### src/hw/sosw_pkg.sv
// Constants and types for the safety output restart and field switch block
package sosw_pkg;
  // Clock and time base
  localparam int unsigned CLK_HZ = 250_000_000;
  localparam int unsigned MS_PER_S = 1000;
  localparam int unsigned MS_CYCLES = CLK_HZ / MS_PER_S;
  localparam int unsigned TICK_CW = 18;
  // Times in milliseconds as specified
  localparam int unsigned SYNC_TIME_MS = 25;
  localparam int unsigned PRESS_MIN_MS = 120;
  localparam int unsigned PRESS_MAX_MS = 4000;
  // Tick counts; whole ticks only, so bounds are made strict
  localparam logic [11:0] SYNC_TICKS = 12'(SYNC_TIME_MS);
  localparam logic [11:0] PRESS_MIN_TICKS = 12'(PRESS_MIN_MS + 1);
  localparam logic [11:0] PRESS_MAX_TICKS = 12'(PRESS_MAX_MS - 1);
  localparam logic [11:0] TICKS_MAX = 12'hFFF;
  // Field triples
  localparam int unsigned TRIPLE_W = 5;
  localparam int unsigned TRIPLE_N = 32;
  localparam logic [4:0] FIRST_FIELD_TRIPLE = 5'h00;
  // Resolution encoding
  localparam logic RES_50MM = 1'b0;
  localparam logic RES_70MM = 1'b1;
  // Field activation modes
  localparam logic ACT_FIXED = 1'b0;
  localparam logic ACT_SIGNAL = 1'b1;

  typedef enum logic [1:0] {
    SOSW_MODE_AUTO = 2'b00,
    SOSW_MODE_START_IL = 2'b01,
    SOSW_MODE_FULL_IL = 2'b10,
    SOSW_MODE_RSVD = 2'b11
  } sosw_mode_t;

  typedef enum logic [1:0] {
    SOSW_ST_LOCKED = 2'b00,
    SOSW_ST_ON = 2'b01,
    SOSW_ST_WAIT_CLEAR = 2'b10,
    SOSW_ST_FAULT = 2'b11
  } sosw_state_t;

  typedef enum logic [1:0] {
    SOSW_CHG_IDLE = 2'b00,
    SOSW_CHG_SYNC = 2'b01,
    SOSW_CHG_SWITCH = 2'b10
  } sosw_chg_t;

  typedef enum logic [1:0] {
    SOSW_DIAG_NONE = 2'b00,
    SOSW_DIAG_BAD_TARGET = 2'b01,
    SOSW_DIAG_TIMING = 2'b10
  } sosw_diag_t;
endpackage : sosw_pkg

### src/hw/sosw_ctrl.sv
// Safety output start/restart control and field triple changeover
// Functional notes
// - Both safety outputs go OFF while the monitored protective field is violated.
// - Violation reaches OFF within the configured response time.
// - One resolution, 50 mm or 70 mm, held for the whole bank.
// - One maximum vehicle speed held for the whole bank.
// - One start-up behaviour selection for all fields together.
// - Automatic mode: outputs ON at power-up and when field clears.
// - Start interlock mode: OFF after power-up until reset; auto restart after.
// - Full interlock mode: OFF after power-up and after violation until reset.
// - Restart interlock always implies start interlock.
// - Valid reset press is held between 0.12 s and 4 s.
// - Two activation modes: fixed triple or signal selection with switchover time.
// - Fixed mode always monitors the first field triple.
// - Requested triple decoded only through configured control inputs.
// - Old triple stays monitored for 25 ms plus the switchover time during changeover.
// - Broken changeover rules raise a fault and force outputs OFF.
// - Timing violations force OFF and report a timing diagnostic.
// - Occupied new field trips after 25 ms plus switchover plus response time.
module sosw_ctrl
  import sosw_pkg::*;
#(
  parameter int unsigned MS_CYCLES_P = MS_CYCLES
) (
  input wire logic clk_sys_i,
  input wire logic sys_rst_i,
  input wire logic [1:0] startup_mode_i,
  input wire logic resolution_sel_i,
  input wire logic [7:0] max_vehicle_speed_i,
  input wire logic [7:0] response_time_ms_i,
  input wire logic [7:0] switchover_time_ms_i,
  input wire logic activation_mode_i,
  input wire logic switch_monitor_en_i,
  input wire logic [31:0] triple_enabled_i,
  input wire logic [4:0] select_inputs_i,
  input wire logic [4:0] select_assign_i,
  input wire logic [31:0] field_violation_i,
  input wire logic reset_button_i,
  output logic safety_switching_output_a_o,
  output logic safety_switching_output_b_o,
  output logic start_restart_lockout_o,
  output logic fault_o,
  output logic [1:0] diag_code_o,
  output logic [4:0] active_triple_o,
  output logic changeover_busy_o,
  output logic resolution_o,
  output logic [7:0] max_vehicle_speed_o
);
  logic ms_tick;
  logic press_ok;

  sosw_tick_gen #(
    .CYCLES(MS_CYCLES_P)
  ) u_tick (
    .clk_sys_i(clk_sys_i),
    .sys_rst_i(sys_rst_i),
    .tick_o(ms_tick)
  );

  sosw_press_qual u_press (
    .clk_sys_i(clk_sys_i),
    .sys_rst_i(sys_rst_i),
    .ms_tick_i(ms_tick),
    .btn_i(reset_button_i),
    .press_ok_o(press_ok)
  );

  // Bank settings caught once after reset; a live change cannot bypass interlocks
  logic cfg_loaded_q;
  sosw_mode_t mode_q;
  logic act_mode_q;
  logic [7:0] resp_ms_q;
  logic [7:0] switch_ms_q;
  // Start-up state, declared early: the changeover fault clear reads it
  sosw_state_t state_q;
  sosw_state_t state_d;

  always_ff @(posedge clk_sys_i) begin
    if (sys_rst_i) begin
      cfg_loaded_q <= 1'b0;
      mode_q <= SOSW_MODE_FULL_IL;
      act_mode_q <= ACT_FIXED;
      resp_ms_q <= '0;
      switch_ms_q <= '0;
      resolution_o <= RES_50MM;
      max_vehicle_speed_o <= '0;
    end else if (!cfg_loaded_q) begin
      cfg_loaded_q <= 1'b1;
      mode_q <= sosw_mode_t'(startup_mode_i);
      act_mode_q <= activation_mode_i;
      resp_ms_q <= response_time_ms_i;
      switch_ms_q <= switchover_time_ms_i;
      resolution_o <= resolution_sel_i;
      max_vehicle_speed_o <= max_vehicle_speed_i;
    end
  end

  // Requested triple: masked by configured inputs, or pinned in fixed mode
  logic [4:0] req_triple;
  assign req_triple = (act_mode_q == ACT_FIXED) ? FIRST_FIELD_TRIPLE
                      : (select_inputs_i & select_assign_i);

  // Changeover sequencing
  sosw_chg_t chg_q;
  logic [4:0] active_q;
  logic [4:0] pending_q;
  logic [11:0] chg_tmr_q;
  logic chg_fault_q;
  sosw_diag_t diag_q;
  logic activate;

  assign activate = (chg_q == SOSW_CHG_SWITCH) && (chg_tmr_q == 12'h000);

  always_ff @(posedge clk_sys_i) begin
    if (sys_rst_i) begin
      chg_q <= SOSW_CHG_IDLE;
      active_q <= FIRST_FIELD_TRIPLE;
      pending_q <= FIRST_FIELD_TRIPLE;
      chg_tmr_q <= '0;
      chg_fault_q <= 1'b0;
      diag_q <= SOSW_DIAG_NONE;
    end else if (!cfg_loaded_q) begin
      chg_q <= SOSW_CHG_IDLE;
    end else begin
      if (press_ok && state_q == SOSW_ST_FAULT) begin
        chg_fault_q <= 1'b0;
        diag_q <= SOSW_DIAG_NONE;
      end
      case (chg_q)
        SOSW_CHG_IDLE: begin
          if (req_triple != active_q) begin
            if (switch_monitor_en_i && !triple_enabled_i[req_triple]) begin
              chg_fault_q <= 1'b1;
              diag_q <= SOSW_DIAG_BAD_TARGET;
            end else begin
              pending_q <= req_triple;
              chg_tmr_q <= SYNC_TICKS;
              chg_q <= SOSW_CHG_SYNC;
            end
          end
        end
        SOSW_CHG_SYNC, SOSW_CHG_SWITCH: begin
          if (req_triple != pending_q) begin
            // Selection moved mid-changeover: a timing fault
            chg_fault_q <= 1'b1;
            diag_q <= SOSW_DIAG_TIMING;
            chg_q <= SOSW_CHG_IDLE;
          end else if (chg_q == SOSW_CHG_SYNC && chg_tmr_q == 12'h000) begin
            chg_tmr_q <= {4'h0, switch_ms_q};
            chg_q <= SOSW_CHG_SWITCH;
          end else if (activate) begin
            active_q <= pending_q;
            chg_q <= SOSW_CHG_IDLE;
          end else if (ms_tick && chg_tmr_q != 12'h000) begin
            chg_tmr_q <= chg_tmr_q - 12'h001;
          end
        end
        default: begin
          chg_q <= SOSW_CHG_IDLE;
        end
      endcase
    end
  end

  // Violation filter: trips once the response time has run
  logic viol_now;
  logic [7:0] viol_ms_q;
  logic trip;

  assign viol_now = field_violation_i[active_q];
  assign trip = viol_now && (viol_ms_q >= resp_ms_q);

  always_ff @(posedge clk_sys_i) begin
    if (sys_rst_i) begin
      viol_ms_q <= '0;
    end else if (!viol_now || activate) begin
      // New triple restarts the count, giving sync + switchover + response
      viol_ms_q <= '0;
    end else if (ms_tick && viol_ms_q != 8'hFF) begin
      viol_ms_q <= viol_ms_q + 8'h01;
    end
  end

  // Start-up / restart state machine
  logic full_il;

  // Reserved mode code is treated as the safest one
  assign full_il = (mode_q == SOSW_MODE_FULL_IL) || (mode_q == SOSW_MODE_RSVD);

  always_comb begin
    state_d = state_q;
    case (state_q)
      SOSW_ST_LOCKED: begin
        if (press_ok && !viol_now) begin
          state_d = SOSW_ST_ON;
        end
      end
      SOSW_ST_ON: begin
        if (trip) begin
          state_d = full_il ? SOSW_ST_LOCKED : SOSW_ST_WAIT_CLEAR;
        end
      end
      SOSW_ST_WAIT_CLEAR: begin
        if (!viol_now) begin
          state_d = SOSW_ST_ON;
        end
      end
      SOSW_ST_FAULT: begin
        if (press_ok && !viol_now) begin
          state_d = SOSW_ST_ON;
        end
      end
      default: begin
        state_d = SOSW_ST_FAULT;
      end
    endcase
    if (chg_fault_q && state_q != SOSW_ST_FAULT) begin
      state_d = SOSW_ST_FAULT;
    end
    if (!cfg_loaded_q) begin
      state_d = SOSW_ST_LOCKED;
    end
  end

  logic first_q;

  always_ff @(posedge clk_sys_i) begin
    if (sys_rst_i) begin
      state_q <= SOSW_ST_LOCKED;
      first_q <= 1'b1;
    end else if (first_q && cfg_loaded_q) begin
      first_q <= 1'b0;
      // Power return: only automatic mode starts by itself
      if (mode_q == SOSW_MODE_AUTO) begin
        state_q <= SOSW_ST_WAIT_CLEAR;
      end else begin
        state_q <= SOSW_ST_LOCKED;
      end
    end else begin
      state_q <= state_d;
    end
  end

  // Outputs from flops; both channels follow the same decision
  logic out_on;
  assign out_on = (state_d == SOSW_ST_ON) && !first_q && !trip && !chg_fault_q;

  always_ff @(posedge clk_sys_i) begin
    if (sys_rst_i) begin
      safety_switching_output_a_o <= 1'b0;
      safety_switching_output_b_o <= 1'b0;
      start_restart_lockout_o <= 1'b1;
      fault_o <= 1'b0;
      diag_code_o <= SOSW_DIAG_NONE;
      active_triple_o <= FIRST_FIELD_TRIPLE;
      changeover_busy_o <= 1'b0;
    end else begin
      safety_switching_output_a_o <= out_on;
      safety_switching_output_b_o <= out_on;
      start_restart_lockout_o <= (state_d == SOSW_ST_LOCKED) || (state_d == SOSW_ST_FAULT);
      fault_o <= chg_fault_q;
      diag_code_o <= diag_q;
      active_triple_o <= active_q;
      changeover_busy_o <= (chg_q != SOSW_CHG_IDLE);
    end
  end

  AST_TRIP_OFF: assert property (@(posedge clk_sys_i) disable iff (sys_rst_i)
    trip |=> !safety_switching_output_a_o && !safety_switching_output_b_o)
    else $error("outputs on after trip");
  AST_CHANNELS_EQUAL: assert property (@(posedge clk_sys_i) disable iff (sys_rst_i)
    safety_switching_output_a_o == safety_switching_output_b_o)
    else $error("output channels differ");
  AST_FAULT_OFF: assert property (@(posedge clk_sys_i) disable iff (sys_rst_i)
    chg_fault_q |=> !safety_switching_output_a_o)
    else $error("outputs on during changeover fault");
  AST_FIXED_FIRST: assert property (@(posedge clk_sys_i) disable iff (sys_rst_i)
    (cfg_loaded_q && act_mode_q == ACT_FIXED) |-> active_q == FIRST_FIELD_TRIPLE)
    else $error("fixed mode left first triple");
  AST_FULL_RELOCK: assert property (@(posedge clk_sys_i) disable iff (sys_rst_i)
    (state_q == SOSW_ST_ON && trip && full_il && !chg_fault_q)
    |=> state_q == SOSW_ST_LOCKED)
    else $error("full interlock did not relock");
  // Outputs follow the next state, so the restart shows one edge later
  AST_AUTO_RESTART: assert property (@(posedge clk_sys_i) disable iff (sys_rst_i)
    (state_q == SOSW_ST_WAIT_CLEAR && !viol_now && !chg_fault_q)
    |=> safety_switching_output_a_o)
    else $error("automatic restart missing");
  AST_LOCK_NEEDS_PRESS: assert property (@(posedge clk_sys_i) disable iff (sys_rst_i)
    (state_q == SOSW_ST_LOCKED && !press_ok) |=> state_q != SOSW_ST_ON)
    else $error("unlock without valid press");
  AST_OLD_TRIPLE_HELD: assert property (@(posedge clk_sys_i) disable iff (sys_rst_i)
    (chg_q == SOSW_CHG_SYNC) |=> $stable(active_q))
    else $error("triple switched during sync");
  // Covers both sync and switch phases
  AST_TIMING_DIAG: assert property (@(posedge clk_sys_i) disable iff (sys_rst_i)
    (chg_q != SOSW_CHG_IDLE && req_triple != pending_q)
    |=> ##1 diag_code_o == SOSW_DIAG_TIMING && fault_o)
    else $error("timing fault not reported");
  AST_START_LOCK: assert property (@(posedge clk_sys_i) disable iff (sys_rst_i)
    (first_q && cfg_loaded_q && mode_q != SOSW_MODE_AUTO)
    |=> state_q == SOSW_ST_LOCKED)
    else $error("start interlock missing");
endmodule : sosw_ctrl

### src/hw/sosw_tick_gen.sv
// Millisecond tick generator
module sosw_tick_gen
  import sosw_pkg::*;
#(
  parameter int unsigned CYCLES = MS_CYCLES
) (
  input wire logic clk_sys_i,
  input wire logic sys_rst_i,
  output logic tick_o
);
  logic [TICK_CW-1:0] cnt_q;

  always_ff @(posedge clk_sys_i) begin
    if (sys_rst_i) begin
      cnt_q <= '0;
      tick_o <= 1'b0;
    end else if (cnt_q == TICK_CW'(CYCLES - 1)) begin
      cnt_q <= '0;
      tick_o <= 1'b1;
    end else begin
      cnt_q <= cnt_q + TICK_CW'(1);
      tick_o <= 1'b0;
    end
  end
endmodule : sosw_tick_gen

### src/hw/sosw_press_qual.sv
// Reset button press duration qualifier
module sosw_press_qual
  import sosw_pkg::*;
(
  input wire logic clk_sys_i,
  input wire logic sys_rst_i,
  input wire logic ms_tick_i,
  input wire logic btn_i,
  output logic press_ok_o
);
  logic btn_q;
  logic [11:0] held_q;

  always_ff @(posedge clk_sys_i) begin
    if (sys_rst_i) begin
      btn_q <= 1'b0;
      held_q <= '0;
      press_ok_o <= 1'b0;
    end else begin
      btn_q <= btn_i;
      // Accept only on release, within both bounds; others are dropped
      press_ok_o <= btn_q && !btn_i && (held_q >= PRESS_MIN_TICKS)
                    && (held_q <= PRESS_MAX_TICKS);
      if (!btn_i) begin
        held_q <= '0;
      end else if (ms_tick_i && held_q != TICKS_MAX) begin
        held_q <= held_q + 12'h001;
      end
    end
  end

  AST_SHORT_PRESS_IGNORED: assert property (@(posedge clk_sys_i) disable iff (sys_rst_i)
    (btn_q && !btn_i && held_q < PRESS_MIN_TICKS) |=> !press_ok_o)
    else $error("short press accepted");
  AST_LONG_PRESS_IGNORED: assert property (@(posedge clk_sys_i) disable iff (sys_rst_i)
    (btn_q && !btn_i && held_q > PRESS_MAX_TICKS) |=> !press_ok_o)
    else $error("long press accepted");
endmodule : sosw_press_qual

### config.mk
export PLATFORM = sky130hd
export DESIGN_NAME = sosw_ctrl
export DESIGN_NICKNAME = d
export VERILOG_FILES = /design/src/hw/sosw_pkg.sv /design/src/hw/sosw_ctrl.sv /design/src/hw/sosw_tick_gen.sv /design/src/hw/sosw_press_qual.sv
export SDC_FILE = /design/constraint.sdc
export NUM_CORES = 1
export LEC_CHECK = 0
export BUFFER_PORTS_ARGS = -buffer_cell sky130_fd_sc_hd__buf_2
export CORE_MARGIN = 2
export CORE_UTILIZATION = 23
export DETAILED_ROUTE_END_ITERATION = 8
export SYNTH_ARGS = -nofsm -noshare
export SYNTH_HDL_FRONTEND = slang
export SYNTH_HIERARCHICAL = 1
export SYNTH_SLANG_ARGS = --single-unit
### constraint.sdc
create_clock -name clk_sys_i -period 7.5 [get_ports clk_sys_i]
set_input_delay 0 -clock clk_sys_i [delete_from_list [all_inputs] [get_ports clk_sys_i]]
set_output_delay 0 -clock clk_sys_i [all_outputs]
set_load 0.01 [all_outputs]
# Word level (Yosys, flattened, before mapping)
# Index checks and enable logic that the tools add are counted.
[totals] wordCells=146 out_inout_bits=21 input_bits=106 ff_bits=111
[classes] addsub=4 bitwise=6 n_eq_ne=21 n_lt_le_gt_ge=5 n_reduce_logical=44 n_mux=39
[op_table] operator="2-to-1 mux 12 bit" count=6
[op_table] operator="2-to-1 mux 2 bit" count=17
[op_table] operator="case mux 12 bit (2 select lines)" count=1
[op_table] operator="adder 18 x 1 -> 18 bit (second input constant)" count=1
[op_table] operator="equality test 18 bit (second input constant)" count=1
[op_table] operator="logical AND 1 bit" count=17
[op_table] operator="adder 12 x 1 -> 12 bit (second input constant)" count=1
[op_table] operator="equality test 2 bit (second input constant)" count=6
[op_table] operator=">= comparator 12 x 7 -> 1 bit (second input constant)" count=1
[op_table] operator="less-or-equal comparator 12 bit (second input constant)" count=1
[op_table] operator="zero test 12 bit" count=1
[op_table] operator="less-than comparator 5 x 6 -> 1 bit (second input constant)" count=2
[op_table] operator="inequality test 12 bit (second input constant)" count=1
[op_table] operator="nonzero test 12 bit" count=1
[op_table] operator="OR reduction 2 bit" count=6
[op_table] operator="subtractor 12 x 1 -> 12 bit (second input constant)" count=1
[op_table] operator="binary-select mux 1 bit (select 5 bit)" count=2
[op_table] operator="inequality test 5 bit" count=2
[op_table] operator="adder 8 x 1 -> 8 bit (second input constant)" count=1
[op_table] operator=">= comparator 8 bit" count=1
[op_table] operator="zero test 2 bit" count=4
[op_table] operator="2-to-1 mux 1 bit" count=8
[op_table] operator="inequality test 2 bit (second input constant)" count=4
[op_table] operator="inequality test 8 bit (second input constant)" count=1
[op_table] operator="other kinds (16)" count=32

# Logic depth before layout (Yosys ltp)
[logic_depth] depth_word=12 mapped_depth=13 depth_no_buf=13

# Cells and area by module
# The synthesis kept the hierarchy.
[by_module_without_submodules] module="sosw_ctrl" n_inst=1 area_each_um2=4388.0 seq_area_each_um2=1561.5 cells_per_inst=500
[by_module_without_submodules] module="sosw_tick_gen" n_inst=1 area_each_um2=865.8 seq_area_each_um2=380.4 cells_per_inst=98
[by_module_without_submodules] module="sosw_press_qual" n_inst=1 area_each_um2=718.2 seq_area_each_um2=280.3 cells_per_inst=85

# Worst setup path after synthesis
# No wires, ideal clock.
[synth_timing] kind="register -> register" start="register active_q[0]" end="register start_restart_lockout_o" arrival_ns=2.791 path_buffers=1 t_required_ns=7.377 synth_period_minus_slack_ns=2.914 setup_slack_ns=4.586 setup_time_ns=0.123 path_stages_with_launch=12 cell_sequence="dfxtp_1 buf_6 mux4_2 mux4_2 nor2_1 a311oi_2 o31a_2 mux2i_1 a221o_1 nand2_1 ha_1 or2_2"
[synth_via] elab_chain_cells=10 word_cells_on_any_way=14 classes_between="1 x eq/ne; 8 x mux; 5 x reduce/logical"
[synth_rtl] element="start: declaration" line_no="sosw_ctrl.sv:105" text="logic [4:0] active_q;"
[synth_rtl] element="start signal: assignment" line_no="sosw_ctrl.sv:152" text="active_q <= pending_q;"
[synth_rtl] element="binary-select mux 1 bit (select 5 bit) *" line_no="sosw_ctrl.sv:170" text="assign viol_now = field_violation_i[active_q];"
[synth_rtl] element="2-to-1 mux 1 bit (not written as such) *" line_no="sosw_ctrl.sv:170"
[synth_rtl] element="zero test 1 bit" line_no="sosw_ctrl.sv:194, sosw_ctrl.sv:209"
[synth_rtl] element="logical AND 1 bit" line_no="sosw_ctrl.sv:194, sosw_ctrl.sv:209"
[synth_rtl] element="2-to-1 mux 2 bit" line_no="sosw_ctrl.sv:194, sosw_ctrl.sv:209"
[synth_rtl] element="case mux 2 bit (3 select lines) *" line_no="sosw_ctrl.sv:192" text="case (state_q)"
[synth_rtl] element="2-to-1 mux 2 bit *" line_no="sosw_ctrl.sv:217" text="if (chg_fault_q && state_q != SOSW_ST_FAULT) begin"
[synth_rtl] element="2-to-1 mux 2 bit *" line_no="sosw_ctrl.sv:220" text="if (!cfg_loaded_q) begin"
[synth_rtl] element="equality test 2 bit / zero test 2 bit (equally long branches)" line_no="sosw_ctrl.sv:260" text="start_restart_lockout_o <= (state_d == SOSW_ST_LOCKED) || (state_d == SOSW_ST_FAULT);"
[synth_rtl] element="logical OR 1 bit *" line_no="sosw_ctrl.sv:260"
[synth_rtl] element="end signal: assignment" line_no="sosw_ctrl.sv:260"
[synth_rtl] element="end: declaration" line_no="sosw_ctrl.sv:41" text="output logic start_restart_lockout_o,"
# Every way passes the cells marked *; elsewhere a longest branch is shown, timed or not. The select of a mux whose other input is x is not followed.
# A chain may end at the register's enable or synchronous reset.

# Final worst setup path
[layout_timing] start="register act_mode_q" end="register chg_tmr_q[1]"
[layout_via] elab_chain_cells=7 word_cells_on_any_way=11 classes_between="5 x eq/ne; 3 x mux; 3 x reduce/logical"
[layout_rtl] element="start: declaration" line_no="sosw_ctrl.sv:71" text="logic act_mode_q;"
[layout_rtl] element="start signal: assignment" line_no="sosw_ctrl.sv:90" text="act_mode_q <= activation_mode_i;"
[layout_rtl] element="2-to-1 mux 5 bit *" line_no="sosw_ctrl.sv:100" text="assign req_triple = (act_mode_q == ACT_FIXED) ? FIRST_FIELD_TRIPLE"
[layout_rtl] element="binary-select mux 1 bit (select 5 bit)" line_no="sosw_ctrl.sv:132" text="if (switch_monitor_en_i && !triple_enabled_i[req_triple]) begin"
[layout_rtl] element="2-to-1 mux 1 bit (not written as such)" line_no="sosw_ctrl.sv:132"
[layout_rtl] element="zero test 1 bit" line_no="sosw_ctrl.sv:132"
[layout_rtl] element="logical AND 1 bit" line_no="sosw_ctrl.sv:132"
[layout_rtl] element="inequality test 2 bit (no source line)"
[layout_rtl] element="AND reduction 7 bit (no source line) *"
[layout_rtl] element="end signal: assignment" line_no="sosw_ctrl.sv:149" text="chg_tmr_q <= {4'h0, switch_ms_q};"
[layout_rtl] element="end signal: assignment" line_no="sosw_ctrl.sv:155" text="chg_tmr_q <= chg_tmr_q - 12'h001;"
[layout_rtl] element="end: declaration" line_no="sosw_ctrl.sv:107" text="logic [11:0] chg_tmr_q;"
# Marked as above.

==> run_results.csv <==
group,metric,value,unit
outcome,outcome,"finished clean",
critical_path,cp-start-kind,"flip-flop",
floorplanning,die_width,165,um
sta,max_freq,298,MHz
sta,slew_viol_final,0,
sta,hold_ws,0.133,ns
pwr,peakVddDrop,0.0955,mV
synth,syn_area_per_cell,8.74,um^2
synth,syn_area,0.00597,mm^2
clock_tree,clkTransAtPathRegs,0.08,ns
synth,synth-seq-cells,111,
flow_run,drv_cap,0,
layout,final_cell_mix,"126 x buf_2, 110 x dfxtp_1, 107 x nor2_1",
synth,synth_warnings,6,
sta,fin_crit,3.36,ns
layout,drive_above_1_share,21.7,%
synth,yosys.area_share.simple,22.7,%
critical_path,arrival,3.61,ns
layout,post-route-util,29.3,%
drt,dr.pass1.iters,4,
clock_tree,post_cts_buffers,0,
grt,grt-ovfl-total,0,
clock_tree,cts_tree,"built",
critical_path,cp-end-kind,"flip-flop",
clock_tree,cts_sinks,111,
synth,ys.flop_type,"dfxtp_1",
worst_hold_path,min_path_type,"primary input to flip-flop",
clock_tree,htreeDepth,3,
drt,route.vias.total,5429,
synth,synth_mux_area_share,11.3,%
drt,wl_per_cell,13.4,um
clock_tree,clk_root_buffer_cell,"clkbuf_16",
layout,diodes,0,
sta,finalSetupTns,0,ns
floorplanning,die_h,165,um
grt,antenna_found_initial,0,
sta,fin_worst_skew,0.00864,ns
synth,synthAdderAreaFrac,4.61,%
grt,grt_max_degree,69,
place,io_buffers,126,
synth,yosysSeqAreaShare,37.2,%
critical_path,cp_max_fo,23,
clock_tree,insertion_delay,0.36,ns
floorplanning,core_area,0.0253,mm^2
drt,drtIter0Drc,211,
floorplanning,num_rows,58,
sta,timing.final.crit_share,44.8,%
grt,grt_pass1_wl,24300,um
place,dp_hpwl,11000,um
synth,ys_async_sr_fraction,0,%
clock_tree,clockBufferDepth,2,
floorplanning,num_io_pins,127,
drt,ant_nets,0,
synth,synth-compound-area-share,14.5,%
pwr,p_leak,0.00292,uW
grt,track_usage,11.1,%
synth,synth_xor_area_share,4.40,%
synth,synth.distinct_cells,74,
sta,slew_headroom,44.5,%
clock_tree,post_cts_resized,0,
floorplanning,start_util,23.6,%
sta,worst_pin_slew,0.832,ns
critical_path,crit_type,"flip-flop to flip-flop",
place,place.gp.congestion,0.902,
drt,drc_errors,0,
critical_path,required,7.75,ns
layout,syn_to_final_growth,24.2,%
drt,drt-total-wl,15400,um
drt,viasPerCell,4.72,
floorplanning,dieArea,0.0273,mm^2
grt,grt_pass1_vias,5053,
synth,synth_top_family_by_area,"simple AND/OR/NAND/NOR gates",
synth,synth-edff-count,0,
sta,setup_viol,0,
pwr,power_density,168,mW/mm^2
sta,hold_viol_final,0,
sta,rsz0062_at_grt,"false",
synth,syn_inst,683,
clock_tree,cts_buffers,9,
layout,final_common_cell,"buf_2",
synth,syn_nets,811,
layout,fin_nets,944,
==> Yosys cell counts (all sizes together), types with 3 or more instances <==
| library cell | instances | share of area (%) |
|---|---|---|
| a2111oi | 4 | 0.61 |
| a211oi | 10 | 1.3 |
| a21o | 3 | 0.38 |
| a21oi | 34 | 2.8 |
| a22oi | 3 | 0.38 |
| a31o | 6 | 0.88 |
| a31oi | 4 | 0.42 |
| and2 | 4 | 0.42 |
| and3 | 9 | 0.96 |
| buf | 22 | 2.5 |
| clkbuf | 13 | 0.84 |
| dfxtp | 111 | 37 |
| ha | 22 | 4.6 |
| inv | 32 | 2.0 |
| mux2i | 47 | 7.9 |
| mux4 | 9 | 3.4 |
| nand2 | 40 | 2.5 |
| nand2b | 8 | 0.84 |
| nand3 | 23 | 2.1 |
| nand3b | 3 | 0.38 |
| nand4 | 17 | 1.9 |
| nor2 | 107 | 6.7 |
| nor2b | 7 | 0.73 |
| nor3 | 16 | 1.3 |
| nor4 | 10 | 1.3 |
| o211ai | 3 | 0.38 |
| o21ai | 25 | 2.2 |
| o221ai | 6 | 0.88 |
| o31a | 3 | 0.46 |
| o31ai | 3 | 0.38 |
| o32ai | 3 | 0.44 |
| or2 | 4 | 0.42 |
| or3 | 10 | 1.1 |
| or4 | 7 | 0.96 |
| xnor2 | 22 | 3.2 |
| xor2 | 8 | 1.2 |
==> path summary, 6_finish.rpt <==
kind | start | to | slack [ns] | cells past startpoint
worst max-delay path | act_mode_q | chg_tmr_q[1] | 4.14 | 7
worst min-delay path | select_assign_i[3] | pending_q[3] | 0.13 | 4
worst max register to register | act_mode_q | chg_tmr_q[1] | 4.14 | 7
worst min register to register | diag_q[1] | diag_code_o[1] | 0.47 | 1
==> per-layer routing <==
layer / share of wire (%) / track usage [%] / vias up / wire (um)
met4: 1.5 / 3.56 / 0 / 229
met1: 47 / 14.0 / 2503 / 7260
li1: - / - / 2715 / -
met5: 0 / 0 / - / 0
met2: 45 / 18.8 / 192 / 6910
met3: 6.8 / 2.40 / 19 / 1050
==> through the flow <==
step	total power [uW]	area, um^2	instances	worst slack, ns
final	1250	7420	1151	4.14
after floorplan	716	5970	683	4.59
after global routing	1320	7420	1151	3.80
after detailed placement	770	6840	1106	4.15
after CTS	1280	7420	1151	4.15
after global placement	768	6840	1106	4.21
==> critical path, stage by stage, from the launching register on <==
cell and delay, ns:
dfxtp_1 0.68, nand3_1 0.53, xnor2_1 0.26, a2111oi_1 0.52, a211oi_2 0.16, o21ai_2 0.68, a2111oi_0 0.17, a31o_1 0.23
==> cells by family (layout without fill, tap and decap cells) <==
| logic type | count (synthesis) | in the layout |
|---|---|---|
| AOI/OAI and AO/OA | 124 | 124 |
| xor gates and xnor gates | 30 | 30 |
| adders and majority gates | 22 | 22 |
| buffers and inverters | 68 | 206 |
| DFF | 111 | 111 |
| muxes | 56 | 56 |
| and+or+nand+nor | 272 | 272 |
==> timing repair <==
item / 4_1_cts / 5_1_grt
hold endpoints to repair: 29 / 0
hold buffers: 29 / 0
endpoints found under the setup margin: 0 / 0
==> area by class of cell <==
cell class,count,area [um^2]
Clock buffer,11,243
Clock inverter,5,48.8
Fill cell,2658,17900
Inverter,33,124
Multi-Input combinational cell,504,3430
Sequential cell,111,2220
Tap cell,330,413
Timing Repair Buffer,157,936
==> where the power goes <==
| group | internal, uW | leakage, uW | switching (uW) |
|---|---|---|---|
| combinational | 72.6 | 0.00187 | 80.0 |
| clock | 243 | 0.000145 | 239 |
| sequential | 603 | 0.000902 | 11.0 |
==> flip-flops by register name (all words and copies together), names as in the netlist, 2 cells and up <==
name,cells
u_press/held_q,12
pending_q,5
viol_ms_q,8
resp_ms_q,8
u_tick/cnt_q,18
mode_q,2
active_q,5
switch_ms_q,8
chg_tmr_q,12
state_q,2
chg_q,2
active_triple_o,5
diag_q,2
diag_code_o,2
max_vehicle_speed_o,8
No activity file was read; power rests on OpenSTA's default activity.
